### config.mk
export PLATFORM = sky130hd
export DESIGN_NAME = sar_adc_sequencer
export DESIGN_NICKNAME = d
export VERILOG_FILES = /design/src/verilog/sar_adc_pkg.sv /design/src/verilog/conv_clock_div.sv /design/src/verilog/ext_trig_sync.sv /design/src/verilog/sar_adc_sequencer.sv
export SDC_FILE = /design/constraint.sdc
export NUM_CORES = 1
export LEC_CHECK = 0
export ABC_AREA = 1
export ABC_CLOCK_PERIOD_IN_PS = 4200
export BUFFER_PORTS_ARGS = -buffer_cell sky130_fd_sc_hd__buf_4
export CAP_MARGIN = 20
export CORE_MARGIN = 2
export CORE_UTILIZATION = 40
export DETAILED_ROUTE_END_ITERATION = 7
export HOLD_SLACK_MARGIN = 0.08
export PLACE_DENSITY_LB_ADDON = 0.15
export SLEW_MARGIN = 20
export SYNTH_ARGS = -nofsm -noshare
export SYNTH_HDL_FRONTEND = slang
export SYNTH_SLANG_ARGS = --single-unit
### constraint.sdc
create_clock -name clock -period 4.2 [get_ports clock]
set_clock_uncertainty 0.1 [all_clocks]
set_input_delay 0.21 -clock clock [delete_from_list [all_inputs] [get_ports clock]]
set_output_delay 0.21 -clock clock [all_outputs]
set_load 0.02 [all_outputs]
### src/verilog/sar_adc_pkg.sv
// constants, field layout and carrier types for the converter sequencer
package sar_adc_pkg;
	localparam logic [7:0] OFF_CTRL0     = 8'h00;
	localparam logic [7:0] OFF_CTRL1     = 8'h04;
	localparam logic [7:0] OFF_CTRL2     = 8'h08;
	localparam logic [7:0] OFF_STATUS    = 8'h0c;
	localparam logic [7:0] OFF_RES_BASE  = 8'h10;
	localparam logic [7:0] OFF_RES_END   = 8'h30;
	// control 0 fields
	localparam int         POS_START     = 0;
	localparam int         POS_REPEAT    = 1;
	localparam int         POS_EXTSEL    = 2;
	localparam int         POS_CHAN      = 4;
	// control 1 fields
	localparam int         POS_DIV4      = 2;
	localparam int         POS_RES10     = 3;
	localparam int         POS_RSVD      = 4;
	localparam int         POS_VREF      = 5;
	// control 2 fields
	localparam int         POS_SHOLD     = 0;
	localparam int         RES_HI_POS    = 8;
	localparam logic [5:0] CYC_8_PLAIN   = 6'h31;
	localparam logic [5:0] CYC_10_PLAIN  = 6'h3b;
	localparam logic [5:0] CYC_8_SHOLD   = 6'h1c;
	localparam logic [5:0] CYC_10_SHOLD  = 6'h21;
	localparam logic [1:0] DIV2_LAST     = 2'h1;
	localparam logic [1:0] DIV4_LAST     = 2'h3;
	localparam logic [9:0] MSB_10        = 10'h200;
	localparam logic [9:0] MSB_8         = 10'h080;
	localparam logic       EXT_IDLE_LVL  = 1'b1;

	typedef struct packed {
		logic [2:0] channel;
		logic       extSel;
		logic       repeatMode;
	} mode_t;

	typedef struct packed {
		logic vrefOn;
		logic rsvd;
		logic res10;
		logic div4;
		logic sampleHold;
	} cfg_t;

	typedef enum logic [1:0] {
		ST_IDLE = 2'b01,
		ST_RUN  = 2'b10
	} conv_state_t;
endpackage

### src/verilog/conv_clock_div.sv
// conversion clock enable from the source clock, divide by two or four
`timescale 1ns/10ps
`default_nettype none
module conv_clock_div import sar_adc_pkg::*; (
	input  wire logic clock,
	input  wire logic rst,
	input  wire logic ce,
	input  wire logic div4,
	output var  logic tick
);
	logic [1:0] cnt_ff;
	logic       tick_ff;
	logic [1:0] lastCnt;

	assign lastCnt = div4 ? DIV4_LAST : DIV2_LAST;

	// free running; a ratio change takes hold at once, on the count in progress
	always_ff @(posedge clock or posedge rst) begin
		if (rst) begin
			cnt_ff  <= 2'h0;
			tick_ff <= 1'b0;
		end else if (ce) begin
			if (cnt_ff >= lastCnt) begin
				cnt_ff  <= 2'h0;
				tick_ff <= 1'b1;
			end else begin
				cnt_ff  <= cnt_ff + 2'h1;
				tick_ff <= 1'b0;
			end
		end
	end

	assign tick = tick_ff;
endmodule
`default_nettype wire

### src/verilog/ext_trig_sync.sv
// three-stage synchroniser with agreement filter for the trigger pin
`timescale 1ns/10ps
`default_nettype none
module ext_trig_sync import sar_adc_pkg::*; #(
	parameter logic IDLE_LVL = EXT_IDLE_LVL
) (
	input  wire logic clock,
	input  wire logic rst,
	input  wire logic ce,
	input  wire logic pinIn,
	output var  logic level
);
	logic s1_ff;
	logic s2_ff;
	logic s3_ff;
	logic lvl_ff;

	// first stage feeds only the second
	always_ff @(posedge clock or posedge rst) begin
		if (rst) begin
			s1_ff <= 1'b1;
			s2_ff <= 1'b1;
			s3_ff <= 1'b1;
		end else if (ce) begin
			s1_ff <= pinIn;
			s2_ff <= s1_ff;
			s3_ff <= s2_ff;
		end
	end

	// a change counts once stages two and three agree
	always_ff @(posedge clock or posedge rst) begin
		if (rst) begin
			lvl_ff <= IDLE_LVL;
		end else if (ce && (s2_ff == s3_ff)) begin
			lvl_ff <= s2_ff;
		end
	end

	assign level = lvl_ff;
endmodule
`default_nettype wire

### src/verilog/sar_adc_sequencer.sv
// successive-approximation converter sequencer with apb register file
//
// The APB register port and the register offsets were left to the implementer.
`timescale 1ns/10ps
`default_nettype none
module sar_adc_sequencer import sar_adc_pkg::*; #(
	parameter int CHANNELS = 8
) (
	input  wire logic        clock,
	input  wire logic        rst,
	input  wire logic        ce,
	input  wire logic        psel,
	input  wire logic        penable,
	input  wire logic        pwrite,
	input  wire logic [7:0]  paddr,
	input  wire logic [31:0] pwdata,
	output var  logic [31:0] prdata,
	output var  logic        pready,
	output var  logic        pslverr,
	input  wire logic        externalTriggerInput,
	input  wire logic        compIn,
	output var  logic [2:0]  anaChannel,
	output var  logic [9:0]  dacCode,
	output var  logic        sampleHold,
	output var  logic        vrefConnect,
	output var  logic        convIrq,
	output var  logic        convActive
);
	mode_t       mode_ff;
	cfg_t        cfg_ff;
	conv_state_t state_ff;
	logic        startFlag_ff;
	logic        pready_ff;
	logic        pslverr_ff;
	logic [31:0] prdata_ff;
	logic [2:0]  convCh_ff;
	logic [5:0]  cnt_ff;
	logic [9:0]  code_ff;
	logic [9:0]  mask_ff;
	logic        irq_ff;
	logic        active_ff;
	logic        extPrev_ff;
	logic [9:0]  resultMem_ff [CHANNELS];
	logic        extLevel;
	logic        tick;
	logic        wrEn;
	logic        rdEn;
	logic        wrCtrl0;
	logic        wrBit;
	logic        extFall;
	logic        running;
	logic        convDone;
	logic        oneShotClr;
	logic        swStart;
	logic        extStart;
	logic        stopReq;
	logic        startConv;
	logic [5:0]  totalCyc;
	logic [5:0]  winStart;
	logic [9:0]  nxt_code;
	logic        resHit;
	logic [7:0]  resOff;
	logic [31:0] nxt_rdata;
	logic        nxt_err;

	ext_trig_sync u_sync (
		.clock (clock),
		.rst   (rst),
		.ce    (ce),
		.pinIn (externalTriggerInput),
		.level (extLevel)
	);

	conv_clock_div u_div (
		.clock (clock),
		.rst   (rst),
		.ce    (ce),
		.div4  (cfg_ff.div4),
		.tick  (tick)
	);

	// apb: one wait state, write lands at the edge that sees pready
	assign wrEn    = ce && psel && penable && pready_ff && pwrite;
	assign rdEn    = ce && psel && penable && !pready_ff;
	assign wrCtrl0 = wrEn && (paddr == OFF_CTRL0);
	assign wrBit   = pwdata[POS_START];
	assign resHit  = (paddr >= OFF_RES_BASE) && (paddr < OFF_RES_END);
	// index from the result base, the base itself is word zero
	assign resOff  = paddr - OFF_RES_BASE;

	// conversion length from resolution and sample-and-hold
	always_comb begin
		case ({cfg_ff.sampleHold, cfg_ff.res10})
			2'b00:   totalCyc = CYC_8_PLAIN;
			2'b01:   totalCyc = CYC_10_PLAIN;
			2'b10:   totalCyc = CYC_8_SHOLD;
			default: totalCyc = CYC_10_SHOLD;
		endcase
	end
	assign winStart = cfg_ff.res10 ? (totalCyc - 6'h0b) : (totalCyc - 6'h09);

	// trigger and stop decisions
	assign running    = (state_ff == ST_RUN);
	assign extFall    = extPrev_ff && !extLevel;
	assign convDone   = ce && running && tick && (cnt_ff == totalCyc - 6'h01);
	assign oneShotClr = convDone && !mode_ff.repeatMode && !mode_ff.extSel;
	assign stopReq    = wrCtrl0 && !wrBit;
	// a one written while the flag is set is not a new start, unless the one-shot clear falls in that cycle
	assign swStart    = wrCtrl0 && wrBit && !pwdata[POS_EXTSEL]
		&& (!startFlag_ff || oneShotClr);
	assign extStart   = ce && extFall && mode_ff.extSel && startFlag_ff
		&& !stopReq;
	assign startConv  = swStart || extStart;

	// successive approximation step on each conversion clock
	always_comb begin
		nxt_code = code_ff;
		if (cnt_ff == winStart) begin
			nxt_code = cfg_ff.res10 ? MSB_10 : MSB_8;
		end else if (cnt_ff > winStart) begin
			nxt_code = (compIn ? code_ff : (code_ff & ~mask_ff)) | (mask_ff >> 1);
		end
	end

	// control registers written by software
	always_ff @(posedge clock or posedge rst) begin
		if (rst) begin
			mode_ff <= '0;
			cfg_ff  <= '0;
		end else if (wrEn) begin
			if (paddr == OFF_CTRL0) begin
				mode_ff.channel    <= pwdata[POS_CHAN +: 3];
				mode_ff.extSel     <= pwdata[POS_EXTSEL];
				mode_ff.repeatMode <= pwdata[POS_REPEAT];
			end
			if (paddr == OFF_CTRL1) begin
				cfg_ff.vrefOn <= pwdata[POS_VREF];
				cfg_ff.rsvd   <= pwdata[POS_RSVD];
				cfg_ff.res10  <= pwdata[POS_RES10];
				cfg_ff.div4   <= pwdata[POS_DIV4];
			end
			if (paddr == OFF_CTRL2) begin
				cfg_ff.sampleHold <= pwdata[POS_SHOLD];
			end
		end
	end

	// start flag: software write beats the one-shot self clear
	always_ff @(posedge clock or posedge rst) begin
		if (rst) begin
			startFlag_ff <= 1'b0;
		end else if (wrCtrl0) begin
			startFlag_ff <= wrBit;
		end else if (oneShotClr) begin
			startFlag_ff <= 1'b0;
		end
	end

	// sequencer state
	always_ff @(posedge clock or posedge rst) begin
		if (rst) begin
			state_ff <= ST_IDLE;
		end else if (ce) begin
			case (state_ff)
				ST_IDLE: begin
					if (startConv) begin
						state_ff <= ST_RUN;
					end
				end
				ST_RUN: begin
					if (stopReq) begin
						state_ff <= ST_IDLE;
					end else if (convDone && !mode_ff.repeatMode && !startConv) begin
						state_ff <= ST_IDLE;
					end
				end
				default: state_ff <= ST_IDLE;
			endcase
		end
	end

	// cycle counter, trial code and bit mask
	always_ff @(posedge clock or posedge rst) begin
		if (rst) begin
			cnt_ff    <= 6'h00;
			code_ff   <= 10'h000;
			mask_ff   <= 10'h000;
			convCh_ff <= 3'h0;
		end else if (ce) begin
			if (startConv || (convDone && mode_ff.repeatMode)) begin
				cnt_ff  <= 6'h00;
				code_ff <= 10'h000;
				mask_ff <= 10'h000;
				if (startConv) begin
					convCh_ff <= swStart ? pwdata[POS_CHAN +: 3] : mode_ff.channel;
				end
			end else if (running && tick) begin
				cnt_ff  <= cnt_ff + 6'h01;
				code_ff <= nxt_code;
				if (cnt_ff == winStart) begin
					mask_ff <= cfg_ff.res10 ? MSB_10 : MSB_8;
				end else if (cnt_ff > winStart) begin
					mask_ff <= mask_ff >> 1;
				end
			end
		end
	end

	// whole result word replaced in one edge, readers never see a mix
	always_ff @(posedge clock or posedge rst) begin
		if (rst) begin
			for (int i = 0; i < CHANNELS; i++) begin
				resultMem_ff[i] <= 10'h000;
			end
		end else if (convDone) begin
			resultMem_ff[convCh_ff] <= nxt_code;
		end
	end

	// interrupt pulse for every completion outside repeat mode, one-shot or external
	always_ff @(posedge clock or posedge rst) begin
		if (rst) begin
			irq_ff <= 1'b0;
		end else if (ce) begin
			irq_ff <= convDone && !mode_ff.repeatMode;
		end
	end

	// registered copies of pin-facing state
	always_ff @(posedge clock or posedge rst) begin
		if (rst) begin
			active_ff  <= 1'b0;
			extPrev_ff <= EXT_IDLE_LVL;
		end else if (ce) begin
			active_ff  <= running;
			extPrev_ff <= extLevel;
		end
	end

	// read mux
	always_comb begin
		nxt_rdata = 32'h0000_0000;
		nxt_err   = 1'b0;
		if (resHit) begin
			// low byte even address, top bits in the odd byte
			nxt_rdata[7:0] = resultMem_ff[resOff[4:2]][7:0];
			nxt_rdata[RES_HI_POS +: 2] = resultMem_ff[resOff[4:2]][9:8];
		end else begin
			case (paddr)
				OFF_CTRL0: begin
					nxt_rdata[POS_START]     = startFlag_ff;
					nxt_rdata[POS_REPEAT]    = mode_ff.repeatMode;
					nxt_rdata[POS_EXTSEL]    = mode_ff.extSel;
					nxt_rdata[POS_CHAN +: 3] = mode_ff.channel;
				end
				OFF_CTRL1: begin
					nxt_rdata[POS_VREF]  = cfg_ff.vrefOn;
					nxt_rdata[POS_RSVD]  = cfg_ff.rsvd;
					nxt_rdata[POS_RES10] = cfg_ff.res10;
					nxt_rdata[POS_DIV4]  = cfg_ff.div4;
				end
				OFF_CTRL2: begin
					nxt_rdata[POS_SHOLD] = cfg_ff.sampleHold;
				end
				OFF_STATUS: begin
					nxt_rdata[0]   = running;
					nxt_rdata[1]   = startFlag_ff;
					nxt_rdata[6:4] = convCh_ff;
				end
				default: begin
					nxt_err = 1'b1; // unmapped: zero data, error
				end
			endcase
		end
	end

	// apb answer registers
	always_ff @(posedge clock or posedge rst) begin
		if (rst) begin
			pready_ff  <= 1'b0;
			pslverr_ff <= 1'b0;
			prdata_ff  <= 32'h0000_0000;
		end else if (ce) begin
			pready_ff  <= psel && penable && !pready_ff;
			pslverr_ff <= rdEn && nxt_err;
			if (rdEn) begin
				prdata_ff <= pwrite ? 32'h0000_0000 : nxt_rdata;
			end
		end
	end

	assign prdata      = prdata_ff;
	assign pready      = pready_ff;
	assign pslverr     = pslverr_ff;
	assign anaChannel  = convCh_ff;
	assign dacCode     = code_ff;
	assign sampleHold  = cfg_ff.sampleHold;
	assign vrefConnect = cfg_ff.vrefOn;
	assign convIrq     = irq_ff;
	assign convActive  = active_ff;
endmodule
`default_nettype wire
==> impl_metrics.env <==
export IMPL_viasPerCell=5.09
export IMPL_synthArstFlopShare_pct=100
export IMPL_max_slew_margin_pct=34.4
export IMPL_coreArea_mm2=0.0178
export IMPL_yosys_register_bits=144
export IMPL_clk_insertion_delay_late_ns=0.43
export IMPL_fillers=1755
export IMPL_multi_input_area_mm2=0.00308
export IMPL_cts_resized=0
export IMPL_achievable_frequency_mhz=301
export IMPL_num_rows=49
export IMPL_die_y_um=138
export IMPL_ys_seq_area_share_pct=50.1
export IMPL_clock_path_buffers=2
export IMPL_cp_arrival_ns=3.49
export IMPL_drive_gt1_share_pct=13.8
export IMPL_final_cells=1154
export IMPL_slew_viol_final=0
export IMPL_ys_flop_type="dfrtp_1"
export IMPL_hold_path_class="in -> reg"
export IMPL_grt_max_degree=98
export IMPL_critPathCaptureType="flop"
export IMPL_powerDensity_mw_per_mm2=433
export IMPL_rsz0062_at_grt="no"
export IMPL_finalCriticalPeriod_ns=3.32
export IMPL_yosysWarnings=0
export IMPL_required_ns=4.37
export IMPL_synth_commonest_cells="252 x nand2_1, 138 x dfrtp_1, 91 x o21ai_0, 66 x inv_1, 48 x nor2_1"
export IMPL_drt_pass1_iter_count=5
export IMPL_synth_area_top_cells="dfrtp_1 48%, nand2_1 13%, o21ai_0 6.3%"
export IMPL_route_detailed_drc=0
export IMPL_fin_ws_ns=0.880
export IMPL_critPathKind="reg -> reg"
export IMPL_dpl_cell_count=1111
export IMPL_clk_pin_slew_ns=0.06
export IMPL_antenna_found_initial=0
export IMPL_yosysMostFrequentCell="nand2_1"
export IMPL_area_delta_synth_final_pct=16.6
export IMPL_utilization_pct=47.1
export IMPL_synth_cell_types=47
export IMPL_outcome="complete, no violations"
export IMPL_diodes=0
export IMPL_drt_iter0_markers=346
export IMPL_finalPower_mw=3.64
export IMPL_drt_wl_total_um=19100
export IMPL_hpwl_um=13200
export IMPL_worstPathMaxFanout=16
export IMPL_fin_crit_sh_pct=79.0
export IMPL_layout_nets=973
export IMPL_wl_per_cell_um=16.6
export IMPL_timing_hold_ws_ns=0.116
export IMPL_portBuffers=51
export IMPL_postSynthAreaPerCell_um2=8.43
export IMPL_die_area_mm2=0.0191
export IMPL_start_kind="flop"
export IMPL_clock_root_buffer="clkbuf_16"
export IMPL_place_ws_ns=0.796
export IMPL_via_count=5871
export IMPL_post_cts_buffers=0
export IMPL_cts_sinks=144
export IMPL_synth_area_leader_cell="dfrtp_1"
export IMPL_synth_edf_count=0
export IMPL_p_leak_nw=3.97
export IMPL_netlist_instances=854
export IMPL_cts_tree="yes"
export IMPL_final_area_mm2=0.00840
export IMPL_grt_usage_pct=20.8
export IMPL_place_congestion=0.818
export IMPL_holdCritStartpoint="penable"
export IMPL_place_area_mm2=0.00768
export IMPL_grt_pass1_vias=5842
export IMPL_syn_cell_area_mm2=0.00720
export IMPL_die_w_um=138
export IMPL_final_antenna_net_count=0
export IMPL_grt_pass1_wl_um=31400
export IMPL_start_util_pct=40.4
export IMPL_io_pins=99
export IMPL_irDropWorstVdd_v=0.000276
export IMPL_cts_made_buffers=17
export IMPL_postCtsHoldBufs=11
export IMPL_finalHoldViolCount=0
export IMPL_netlist_area_leader_share_pct=47.9
export IMPL_grt_overflow=0
export IMPL_maxCapViolations=0
export IMPL_tightest_slew_ns=0.982
export IMPL_timing_rr_start="cfg_ff[2]"
export IMPL_setup_viol=0
export IMPL_ff_latch_area_mm2=0.00361
export IMPL_htree_levels=4
export IMPL_cp_startpoint="cfg_ff[2]"
export IMPL_setup_tns_ns=0
## registers in the layout, indices dropped and copies added, names as in the netlist, 2 cells and up
register and flops:
resultMem_ff 80, dacCode 10, cnt_ff 6, mode_ff 5, prdata 10, cfg_ff 3, anaChannel 3, state_ff 2
mask_ff 10, u_div.cnt_ff 2
## worst paths after layout
path / slack (ns) / cells after the start / end
max in group asynchronous: 2.59 / 4 / u_sync.level
min in group asynchronous: 0.43 / 3 / mask_ff[1]
max: 0.88 / 9 / resultMem_ff[62]
min reg2reg: 0.37 / 2 / u_sync.s3_ff
max reg2reg: 0.88 / 9 / resultMem_ff[62]
min: 0.12 / 5 / cfg_ff[3]
## power breakdown
part           switching [mW]  internal (mW)  total [mW]
Combinational           0.329          0.183       0.512
Sequential             0.0753           1.47        1.54
Clock                   0.668          0.915        1.58
## layout by cell type (no fill, tap or decap), types with 4 or more instances in the layout
master | Yosys | final
o21bai_1 | 4 | 4
dfrtp_1 | 138 | 138
nor2_2 | 4 | 4
conb_1 | 1 | 22
dlygate4sd3_1 | 0 | 11
inv_1 | 66 | 65
a32o_1 | 4 | 4
inv_2 | 9 | 9
o211ai_1 | 10 | 10
inv_6 | 0 | 4
buf_4 | 25 | 55
o31ai_1 | 4 | 4
nor3_1 | 5 | 5
nor2_1 | 48 | 48
ha_1 | 13 | 13
clkbuf_16 | 0 | 17
nand2_1 | 252 | 252
o22ai_1 | 33 | 33
nand3_1 | 22 | 22
dfstp_2 | 6 | 6
a21oi_1 | 22 | 22
xor2_1 | 5 | 5
nor2_4 | 6 | 6
o21ai_0 | 91 | 91
o21ai_1 | 19 | 19
a31oi_1 | 6 | 6
inv_8 | 0 | 4
## logic make-up (layout without fill, tap and decap cells)
kind of cell | Yosys count | count (layout) | share of synthesized area (%)
simple gates | 357 | 357 | 21.5
compound gates | 206 | 206 | 16.8
flops | 144 | 144 | 50.1
buf+inv | 125 | 175 | 8.27
fa+ha+maj | 13 | 13 | 2.26
xor+xnor | 7 | 7 | 0.851
other cells | 1 | 22 | 0.0521
mux | 1 | 1 | 0.156
## final cells by class
type / instances / area share [%]
clock buffer: 18 / 5.23
clock inverter: 14 / 2.06
inverter: 77 / 3.50
multi-input combinational: 606 / 36.6
sequential: 144 / 43.0
tap: 229 / 3.41
timing repair buffer: 66 / 6.22
## critical path, stage by stage (launching register included)
cell and delay, ns:
dfrtp_1 0.41, inv_1 0.24, ha_1 0.36, ha_1 0.32, nand3_1 0.49, nand2_1 0.16, a21oi_1 0.20, nand2_1 0.07
a31oi_1 0.63, o21ai_0 0.17
## per-layer routing
metal	wire (um)	part of all wire [%]	global-route usage (%)
met5	0	0	0
met4	156	0.82	4.89
met3	668	3.5	3.98
met2	9070	47	34.4
met1	9230	48	28.4
No activity file was read; power rests on OpenSTA's default activity.
